$ cat src/include/charger_params.svh
// constants for the charger enable / pwm control block
// assumes a 125 MHz core clock and a 16-bit register port
`ifndef CHARGER_PARAMS_SVH
`define CHARGER_PARAMS_SVH

// ---------------------------------------------------------
// register map (word offsets on the plain port)
// ---------------------------------------------------------
`define ADDR_OPTION       4'h0
`define ADDR_TGT_VOLTAGE  4'h1
`define ADDR_TGT_CURRENT  4'h2
`define ADDR_IN_CURRENT   4'h3
`define ADDR_STATUS       4'h4

// ---------------------------------------------------------
// option word fields and reset values
// ---------------------------------------------------------
`define OPT_INHIBIT_BIT   0
`define OPT_INPUT_OVERCURRENT_EN_BIT   1
`define OPT_MON_SEL_BIT   5
`define OPT_WD_HI         14
`define OPT_WD_LO         13
`define OPTION_RESET      16'h6002
`define WD_OFF            2'h0
`define WD_44S            2'h1
`define WD_88S            2'h2
`define WD_175S           2'h3

// ---------------------------------------------------------
// limit ranges and soft-start current steps (mA codes)
// ---------------------------------------------------------
`define VOLT_MAX          16'h4B00
`define CURR_MAX          16'h1FC0
`define INCUR_MAX         16'h1F80
`define SS_START          16'h0080
`define SS_STEP_CCM       16'h0040
`define SS_STEP_DCM       16'h0080

// ---------------------------------------------------------
// timing
// ---------------------------------------------------------
`define CLK_NS            8
`define SS_CCM_NS         240000
`define SS_DCM_NS         480000
`define BLANK_NS          4200000
`define TICK_NS           1000000
`define SS_CCM_CYC        (`SS_CCM_NS / `CLK_NS)
`define SS_DCM_CYC        (`SS_DCM_NS / `CLK_NS)
`define BLANK_CYC         (`BLANK_NS / `CLK_NS)
`define TICK_CYC          (`TICK_NS / `CLK_NS)
`define WD_44S_MS         18'd44000
`define WD_88S_MS         18'd88000
`define WD_175S_MS        18'd175000
`define DEAD_CYC          2'h2
`define REFRESH_CYC       4'h8

`endif

$ cat src/include/charger_pkg.sv
// types shared by the charger control block
// assumes charger_params.svh holds all numeric constants
package charger_pkg;

  // ---------------------------------------------------------
  // switch sequencer states
  // ---------------------------------------------------------
  typedef enum logic [2:0] {
    SW_OFF  = 3'b000,
    SW_DHS  = 3'b001,
    SW_HS   = 3'b010,
    SW_DLS  = 3'b011,
    SW_LS   = 3'b100
  } sw_state_t;

endpackage

$ cat src/hdl/charger_enable_pwm_control.sv
// charger enable, soft-start, watchdog, protection and switch sequencing
// assumes analog comparisons arrive as flags synchronous to core_clk
//
// Contract
// - start only when every enable condition holds
// - stop charging on any stop condition
// - soft-start from 128mA in 64mA steps
// - hold each step 240us, end at limit
// - discontinuous mode uses larger, longer steps
// - option bit selects monitored current source
// - monitor enabled above lockout and adapter detect
// - watchdog expires without voltage/current writes
// - expiry suspends charge, registers keep contents
// - voltage/current write clears suspension, restarts count
// - two-bit field selects off/44/88/175s
// - disabling watchdog after expiry resumes charging
// - high side until ramp crosses, then low
// - dead time between every switch transition
// - low bootstrap forces low-side refresh pulse
// - undercurrent turns low side off
// - low charge current or battery enters non-sync
// - leave non-sync above 250mA
// - blanked input overcurrent latches adapter switches off
// - option bit enables input overcurrent detection
// - battery overvoltage ignored at zero voltage setting
// - thermal shutdown with hysteresis, soft-start resume
`timescale 1ns/1ps
`include "charger_params.svh"

module charger_enable_pwm_control #(
  parameter logic [15:0] SS_CCM_CYC = 16'(`SS_CCM_CYC),
  parameter logic [15:0] SS_DCM_CYC = 16'(`SS_DCM_CYC),
  parameter logic [19:0] BLANK_CYC  = 20'(`BLANK_CYC),
  parameter logic [16:0] TICK_CYC   = 17'(`TICK_CYC)
) (
  // clock and reset
  input  wire logic        core_clk,
  input  wire logic        rst_n,
  // register port
  input  wire logic [3:0]  regAddr,
  input  wire logic [15:0] regWrData,
  input  wire logic        regWr,
  input  wire logic        regRd,
  output logic      [15:0] regRdData,
  // comparator flags
  input  wire logic        ilimAbove105,
  input  wire logic        ilimBelow75,
  input  wire logic        adapterGood,
  input  wire logic        adapterSwitchOn,
  input  wire logic        gateDriveOk,
  input  wire logic        batAbove104,
  input  wire logic        tempAbove155,
  input  wire logic        tempBelow135,
  input  wire logic        shortDetected,
  input  wire logic        sysAbove333,
  input  wire logic        uvloClear,
  input  wire logic        adapterDetectAbove06,
  input  wire logic        dcmMode,
  input  wire logic        rampAboveError,
  input  wire logic        rampReset,
  input  wire logic        bootstrapLow,
  input  wire logic        underCurrent,
  input  wire logic        avgBelow125,
  input  wire logic        avgAbove250,
  input  wire logic        batBelow25,
  // converter controls
  output logic             highSideOn,
  output logic             lowSideOn,
  output logic             adapterSwitchEnable,
  output logic             chargeActive,
  output logic      [15:0] chargeTarget,
  output logic             monitorEnable,
  output logic             monitorSelCharge
);
  import charger_pkg::*;

  // ---------------------------------------------------------
  // helpers
  // ---------------------------------------------------------
  function automatic logic dacOk(input logic [15:0] v, input logic [15:0] mx);
    dacOk = (v != 16'h0000) && (v <= mx);
  endfunction

  function automatic logic [17:0] wdLimit(input logic [1:0] sel);
    unique case (sel)
      `WD_44S:  wdLimit = `WD_44S_MS;
      `WD_88S:  wdLimit = `WD_88S_MS;
      `WD_175S: wdLimit = `WD_175S_MS;
      `WD_OFF:  wdLimit = 18'h3FFFF;
    endcase
  endfunction

  // ---------------------------------------------------------
  // register file and watchdog
  // ---------------------------------------------------------
  logic [15:0] optionReg, optionNext;
  logic [15:0] voltReg, voltNext;
  logic [15:0] currReg, currNext;
  logic [15:0] inCurReg, inCurNext;
  logic [15:0] rdReg, rdNext;
  logic [16:0] tickReg, tickNext;
  logic [17:0] msReg, msNext;
  logic        wdSuspReg, wdSuspNext;
  logic        kickWr, wdOffWr, wdExpire, tick;
  logic [15:0] statusWord;

  always_comb begin
    optionNext = optionReg;
    voltNext   = voltReg;
    currNext   = currReg;
    inCurNext  = inCurReg;
    kickWr     = 1'b0;
    wdOffWr    = 1'b0;
    if (regWr) begin
      unique case (regAddr)
        `ADDR_OPTION: begin
          optionNext = regWrData;
          wdOffWr = regWrData[`OPT_WD_HI:`OPT_WD_LO] == `WD_OFF;
        end
        `ADDR_TGT_VOLTAGE: begin
          voltNext = regWrData;
          kickWr = 1'b1;
        end
        `ADDR_TGT_CURRENT: begin
          currNext = regWrData;
          kickWr = 1'b1;
        end
        `ADDR_IN_CURRENT: inCurNext = regWrData;
        default: ;
      endcase
    end
    // unmapped and status addresses read as zero / status
    rdNext = 16'h0000;
    if (regRd) begin
      unique case (regAddr)
        `ADDR_OPTION:      rdNext = optionReg;
        `ADDR_TGT_VOLTAGE: rdNext = voltReg;
        `ADDR_TGT_CURRENT: rdNext = currReg;
        `ADDR_IN_CURRENT:  rdNext = inCurReg;
        `ADDR_STATUS:      rdNext = statusWord;
        default:           rdNext = 16'h0000;
      endcase
    end
    // millisecond tick keeps the watchdog counter narrow
    tick     = tickReg == TICK_CYC - 17'h00001;
    tickNext = tick ? 17'h00000 : tickReg + 17'h00001;
    wdExpire = (optionReg[`OPT_WD_HI:`OPT_WD_LO] != `WD_OFF) && tick &&
               (msReg + 18'h00001 >= wdLimit(optionReg[`OPT_WD_HI:`OPT_WD_LO]));
    msNext = msReg;
    if (kickWr || optionNext[`OPT_WD_HI:`OPT_WD_LO] != optionReg[`OPT_WD_HI:`OPT_WD_LO] ||
        optionReg[`OPT_WD_HI:`OPT_WD_LO] == `WD_OFF)
      msNext = 18'h00000;
    else if (wdExpire)
      msNext = 18'h00000;
    else if (tick)
      msNext = msReg + 18'h00001;
    // expiry wins over a coinciding clearing write; no register is touched
    if (wdExpire)
      wdSuspNext = 1'b1;
    else if (kickWr || wdOffWr)
      wdSuspNext = 1'b0;
    else
      wdSuspNext = wdSuspReg;
  end

  always_ff @(posedge core_clk) begin
    if (!rst_n) begin
      optionReg <= `OPTION_RESET;
      voltReg   <= 16'h0000;
      currReg   <= 16'h0000;
      inCurReg  <= 16'h0000;
      rdReg     <= 16'h0000;
      tickReg   <= 17'h00000;
      msReg     <= 18'h00000;
      wdSuspReg <= 1'b0;
    end else begin
      optionReg <= optionNext;
      voltReg   <= voltNext;
      currReg   <= currNext;
      inCurReg  <= inCurNext;
      rdReg     <= rdNext;
      tickReg   <= tickNext;
      msReg     <= msNext;
      wdSuspReg <= wdSuspNext;
    end
  end

  assign regRdData = rdReg;

  // ---------------------------------------------------------
  // protection, enable and soft-start
  // ---------------------------------------------------------
  logic        ilimOkReg, ilimOkNext;
  logic        thermReg, thermNext;
  logic        ocLatchReg, ocLatchNext;
  logic [19:0] blankReg, blankNext;
  logic        chgReg, chgNext;
  logic [15:0] tgtReg, tgtNext;
  logic [15:0] ssCntReg, ssCntNext;
  logic        monEnReg, monEnNext;
  logic        monSelReg, monSelNext;
  logic        asEnReg, asEnNext;
  logic        battery_overvoltage, dacsOk, startOk, stopAny, ocArmed;
  logic [15:0] ssHold, ssStep, ssSum;

  always_comb begin
    // the analog side only ever reaches us as flags
    ilimOkNext = ilimAbove105 ? 1'b1 : (ilimBelow75 ? 1'b0 : ilimOkReg);
    thermNext  = tempAbove155 ? 1'b1 : (tempBelow135 ? 1'b0 : thermReg);
    battery_overvoltage = batAbove104 && (voltReg != 16'h0000);
    dacsOk = dacOk(voltReg, `VOLT_MAX) && dacOk(currReg, `CURR_MAX) &&
             dacOk(inCurReg, `INCUR_MAX);
    ocArmed = optionReg[`OPT_INPUT_OVERCURRENT_EN_BIT] && sysAbove333;
    blankNext = ocArmed ? ((blankReg == BLANK_CYC) ? blankReg : blankReg + 20'h00001) : 20'h00000;
    // latch is set on the blanked trip and only adapter-detect reset frees it
    if (blankReg == BLANK_CYC)
      ocLatchNext = 1'b1;
    else if (!adapterDetectAbove06)
      ocLatchNext = 1'b0;
    else
      ocLatchNext = ocLatchReg;
    asEnNext = !ocLatchNext;
    startOk = !optionReg[`OPT_INHIBIT_BIT] && ilimAbove105 && dacsOk && adapterGood &&
              adapterSwitchOn && gateDriveOk && !battery_overvoltage && !thermReg && !ocLatchReg && !shortDetected &&
              !wdSuspReg;
    stopAny = optionReg[`OPT_INHIBIT_BIT] || ilimBelow75 || !dacsOk || !adapterGood ||
              !adapterSwitchOn || battery_overvoltage || thermReg || ocLatchReg || shortDetected ||
              wdSuspReg;
    chgNext = chgReg ? !stopAny : startOk;
    ssHold = dcmMode ? SS_DCM_CYC : SS_CCM_CYC;
    ssStep = dcmMode ? `SS_STEP_DCM : `SS_STEP_CCM;
    ssSum  = tgtReg + ssStep;
    tgtNext   = tgtReg;
    ssCntNext = ssCntReg;
    if (chgNext && !chgReg) begin
      // every fresh enable, thermal resume included, restarts the ramp
      tgtNext   = (`SS_START < currReg) ? `SS_START : currReg;
      ssCntNext = 16'h0000;
    end else if (!chgReg) begin
      tgtNext   = 16'h0000;
      ssCntNext = 16'h0000;
    end else if (tgtReg != currReg) begin
      if (ssCntReg + 16'h0001 >= ssHold) begin
        ssCntNext = 16'h0000;
        if (tgtReg > currReg || ssSum >= currReg)
          tgtNext = currReg;
        else
          tgtNext = ssSum;
      end else begin
        ssCntNext = ssCntReg + 16'h0001;
      end
    end
    monEnNext  = uvloClear && adapterDetectAbove06;
    monSelNext = optionReg[`OPT_MON_SEL_BIT];
  end

  always_ff @(posedge core_clk) begin
    if (!rst_n) begin
      ilimOkReg  <= 1'b0;
      thermReg   <= 1'b0;
      ocLatchReg <= 1'b0;
      blankReg   <= 20'h00000;
      chgReg     <= 1'b0;
      tgtReg     <= 16'h0000;
      ssCntReg   <= 16'h0000;
      monEnReg   <= 1'b0;
      monSelReg  <= 1'b0;
      asEnReg    <= 1'b0;
    end else begin
      ilimOkReg  <= ilimOkNext;
      thermReg   <= thermNext;
      ocLatchReg <= ocLatchNext;
      blankReg   <= blankNext;
      chgReg     <= chgNext;
      tgtReg     <= tgtNext;
      ssCntReg   <= ssCntNext;
      monEnReg   <= monEnNext;
      monSelReg  <= monSelNext;
      asEnReg    <= asEnNext;
    end
  end

  assign chargeActive        = chgReg;
  assign chargeTarget        = tgtReg;
  assign monitorEnable       = monEnReg;
  assign monitorSelCharge    = monSelReg;
  assign adapterSwitchEnable = asEnReg;

  // ---------------------------------------------------------
  // switch sequencing
  // ---------------------------------------------------------
  sw_state_t   swReg, swNext;
  logic [1:0]  deadReg, deadNext;
  logic [3:0]  refReg, refNext;
  logic        nsReg, nsNext;
  logic        hsReg, hsNext;
  logic        lsReg, lsNext;
  logic        deadDone;

  always_comb begin
    // entry wins over exit when both thresholds flag together
    if (avgBelow125 || batBelow25)
      nsNext = 1'b1;
    else if (avgAbove250)
      nsNext = 1'b0;
    else
      nsNext = nsReg;
    deadDone = deadReg == `DEAD_CYC - 2'h1;
    swNext   = swReg;
    deadNext = 2'h0;
    refNext  = refReg;
    unique case (swReg)
      SW_OFF: begin
        if (chgReg && rampReset)
          swNext = SW_DHS;
      end
      SW_DHS: begin
        deadNext = deadReg + 2'h1;
        if (deadDone)
          swNext = rampAboveError ? SW_OFF : SW_HS;
      end
      SW_HS: begin
        if (rampAboveError || bootstrapLow) begin
          swNext  = SW_DLS;
          refNext = bootstrapLow ? `REFRESH_CYC : 4'h0;
        end
      end
      SW_DLS: begin
        deadNext = deadReg + 2'h1;
        if (deadDone)
          swNext = (refReg != 4'h0 || (!nsReg && !underCurrent)) ? SW_LS : SW_OFF;
      end
      SW_LS: begin
        if (refReg != 4'h0)
          refNext = refReg - 4'h1;
        if (rampReset)
          swNext = SW_DHS;
        else if (refReg == 4'h1)
          swNext = SW_OFF;
        else if (refReg == 4'h0 && (underCurrent || nsReg))
          swNext = SW_OFF;
      end
      default: swNext = SW_OFF;
    endcase
    // turning a switch off is always safe, so a stop skips the dead time
    if (!chgReg)
      swNext = SW_OFF;
    hsNext = swNext == SW_HS;
    lsNext = swNext == SW_LS;
  end

  always_ff @(posedge core_clk) begin
    if (!rst_n) begin
      swReg   <= SW_OFF;
      deadReg <= 2'h0;
      refReg  <= 4'h0;
      nsReg   <= 1'b1;
      hsReg   <= 1'b0;
      lsReg   <= 1'b0;
    end else begin
      swReg   <= swNext;
      deadReg <= deadNext;
      refReg  <= refNext;
      nsReg   <= nsNext;
      hsReg   <= hsNext;
      lsReg   <= lsNext;
    end
  end

  assign highSideOn = hsReg;
  assign lowSideOn  = lsReg;

  // ---------------------------------------------------------
  // status word
  // ---------------------------------------------------------
  assign statusWord = {8'h00, ilimOkReg, monEnReg, (tgtReg != currReg), nsReg,
                       thermReg, ocLatchReg, wdSuspReg, chgReg};

endmodule

$ cat config.mk
export PLATFORM = sky130hd
export DESIGN_NAME = charger_enable_pwm_control
export DESIGN_NICKNAME = d
export VERILOG_FILES = /design/src/include/charger_pkg.sv /design/src/hdl/charger_enable_pwm_control.sv
export VERILOG_INCLUDE_DIRS = /design/src /design/src/include
export SDC_FILE = /design/constraint.sdc
export NUM_CORES = 1
export LEC_CHECK = 0
export ABC_AREA = 1
export BUFFER_PORTS_ARGS = -buffer_cell sky130_fd_sc_hd__clkbuf_2
export CAP_MARGIN = 0
export CORE_ASPECT_RATIO = 1.1
export CORE_MARGIN = 1.5
export CORE_UTILIZATION = 40
export DETAILED_ROUTE_END_ITERATION = 10
export PLACE_DENSITY = 0.64
export SLEW_MARGIN = 30
export SYNTH_ARGS = -nofsm -noshare
export SYNTH_HDL_FRONTEND = slang
export SYNTH_SLANG_ARGS = --single-unit
export TNS_END_PERCENT = 100
$ cat constraint.sdc
create_clock -name core_clk -period 3.7 [get_ports core_clk]
set_clock_uncertainty 0.15 [all_clocks]
set_input_delay 0.74 -clock core_clk [delete_from_list [all_inputs] [get_ports core_clk]]
set_output_delay 0.74 -clock core_clk [all_outputs]
set_load 0.01 [all_outputs]
==> results.tsv <==
metric	value	unit
area of the multi-input gates	0.005643	mm²
Worst setup EP type	flop	
Max-Cap Viols	0	
Num CTS Buffers	17	
drt pass-1 iters	5	
CP Max Fanout	10	
global-route wire length before repair	44790	µm
CTS clock-pin slew for the worst setup and hold paths	0.08	ns
simple-gate share of the synthesized area	26.05	%
share of cells above drive strength 1	10.55	%
main combinational cell family by area after synthesis	simple AND/OR/NAND/NOR gates	
CTS root buf	clkbuf_16	
die width	156.6	µm
# fillers	2597	
setup slack, reg-to-reg	0.34	ns
FF+latch area	0.003746	mm²
Inst Count DP	1905	
Pleak	5.063	nW
Layout Utilization	46.93	%
worst reg2reg path depth	20	
synthesized flop and latch total	187	
VDD IR max	0.0003254	V
startpoint types	flop	
async set or reset register ratio after synthesis	0	%
Yosys top cell by area	dfxtp_1	
Synth area leaders	dfxtp_1, nand2_1, inv_1	
fin nets	1689	
Die H	171.9	µm
port buffer count	81	
DRC viols	0	
Antenna Cells	0	
library cells used by synthesis	50	
Least-Margin Pin Slew	0.8376	ns
R2R Path End	msReg[2]	
mux cell area share after synthesis	0	%
GRT Total Usage	21.09	%
Starting Density	40.83	%
Placer Congestion	0.9243	
largest net degree at the start of global routing	48	
PwrDens	363.5	mW/mm²
syn_area_per_cell	6.965	µm²
Syn. warnings	0	
CTS tree	built	
Synthesized Nets	1600	
Post-synth EDFFs	0	
Initial DRC Count	555	
Routed Antenna Nets	0	
adder-cell area share of the yosys netlist	8.030	%
Clk pwr share	44.1	%
Sw Pwr	0.001205	W
synthesized cell area	0.01038	mm²
final setup TNS	0	ns
Setup CP Type	flop to flop	
Finished Layout Cells	1938	
Synth Area in Compound Gates	16.59	%
I/O pin total	82	
CTS sink cnt	187	
switching share of power	27.79	%
total die area	0.02692	mm²
main flop type after synthesis	dfxtp_1	
Post-Synthesis Cells	1490	
crit path to	msReg[2]	
htree depth	4	
DR vias/cell	5.113	
Seq pwr share	47.3	%
number of global-route vias before repair	9049	
xor/xnor cell area share of the yosys netlist	3.376	%
clk_lat worst skew	0.44	ns
Slew Limit Fails	0	
core area	0.02542	mm²
crit path DAT	3.54	ns
Min Hold Slack	0.2888	ns
Final Setup Violations	0	
Comb power frac	8.6	%
via count	9909	
sequential share of the synthesized area	36.07	%
Int Pwr	0.003131	W
DRT Wirelength	27830	µm
f_max	297.7	MHz
RSZ-0062 raised after global routing	false	
Final Critical Period	3.359	ns
total gr overflow	0	
wire length per cell	14.36	µm
R2R Path Start	msReg[0]	
Syn-to-layout area delta	14.93	%
period utilization	90.79	%
Critical path origin	msReg[0]	
CTS Buffer Depth	2	
Slew HR	44.10	%
share of the synthesized area in the top cell type	36.07	%
initial antenna violation count	0	
Site Rows	61	
final hold vios	0	
Critical Path RT	3.88	ns
post-DP HPWL	20850	µm
HP Class	flop to flop	
status	completed	
-- registers in the layout (all words and copies together) (netlist names), 16 cells and up --
register      cells
regRdData        16
tickReg          17
chargeTarget     16
currReg          16
ssCntReg         16
blankReg         20
inCurReg         16
voltReg          16
msReg            18
optionReg        16
-- worst max-delay path, cell delays in order, from the launching register on --
cell and delay (ns):
dfxtp_2 0.40, ha_4 0.16, nand3_2 0.12, nor2_4 0.14, nand2_1 0.10, nor2_2 0.14, nand3_1 0.11, or3_1 0.33
xor2_1 0.18, ha_1 0.31, nand2_1 0.05, nor2_1 0.11, nand4_1 0.09, nand3b_1 0.16, nor2_1 0.09, o21ai_0 0.10
nand4_1 0.08, nand2_1 0.09, nand2_2 0.15, buf_12 0.14, nor2_1 0.04
-- cells in the final DEF (no fill, tap or decap), drive strengths merged, types with 2 or more instances in the layout --
cell	instances
a211oi	11
a21boi	2
a21oi	135
a221oi	5
a31oi	3
buf	29
clkbuf	99
clkinv	8
dfxtp	187
ha	65
inv	231
nand2	249
nand3	58
nand3b	4
nand4	41
nor2	193
nor3	47
nor3b	5
nor4	16
o211ai	4
o21ai	116
o21bai	4
o22ai	27
xnor2	6
xor2	34
-- timing repair --
action,4_1_cts,5_1_grt
setup buffers,0,1
setup endpoints to repair,0,19
hold buffers,0,0
resized for setup,0,9
-- power groups by stage --
stage          Combinational, W  Sequential [W]  Clock, W
6_report               0.000374         0.00205   0.00191
5_1_grt                0.000418         0.00205   0.00203
4_1_cts                0.000375         0.00205   0.00195
3_5_place_dp           0.000373         0.00210         0
3_3_place_gp           0.000368         0.00210         0
2_1_floorplan          0.000231         0.00209         0
-- final cells by class --
class | instances | area share [%]
sequential | 187 | 31.41
timing repair buffer | 110 | 5.434
multi-input combinational | 1037 | 47.31
inverter | 226 | 7.113
clock buffer | 18 | 3.598
clock inverter | 14 | 1.500
tap | 346 | 3.630
-- through the flow --
stage | cell area [µm²] | worst slack, ns | power (W)
3_5_place_dp | 11270 | -0.08430 | 0.002471
5_1_grt | 11930 | 0.02320 | 0.004503
3_3_place_gp | 11270 | 0.004818 | 0.002466
6_report | 11930 | 0.3406 | 0.004336
4_1_cts | 11880 | 0.1469 | 0.004376
2_1_floorplan | 10380 | 0.1359 | 0.002325
-- Yosys cell counts, types with 4 or more instances --
master and instances:
a221oi_1 5, nor4_1 16, o22ai_1 27, xor2_1 34
o21ai_0 113, nor3b_1 5, ha_1 65, nand3b_1 4
nor2_1 188, clkbuf_1 31, a21oi_1 135, nand4_1 40
a211oi_1 11, dfxtp_1 187, nand2_1 242, o211ai_1 4
nand2_2 6, xnor2_1 6, inv_1 223, o21bai_1 4
nor3_1 44, nand3_1 56
-- worst min-delay path by stage --
stage	start	endpoint	depth (start not counted)
4_1_cts	deadReg[0]	deadReg[0]	1
3_5_place_dp	deadReg[0]	deadReg[0]	1
3_3_place_gp	deadReg[0]	deadReg[0]	1
2_1_floorplan	deadReg[0]	deadReg[0]	1
5_1_grt	deadReg[0]	deadReg[0]	1
6_report	deadReg[0]	deadReg[0]	1
-- cell families after synthesis --
family / after synthesis
simple gates: 616
compound gates: 315
buf+inv: 266
flops: 187
fa+ha+maj: 66
xor+xnor: 40
-- routing by layer --
| layer | GRT usage (%) | share of wire [%] | up-vias |
|---|---|---|---|
| met5 | 0 | 0 | - |
| met4 | 7.122 | 2.1 | 0 |
| met3 | 3.835 | 4.5 | 37 |
| met2 | 36.60 | 48 | 230 |
| met1 | 26.29 | 45 | 4529 |
| li1 | - | - | 5113 |
Note: power is estimated with default switching activity, not from simulation.
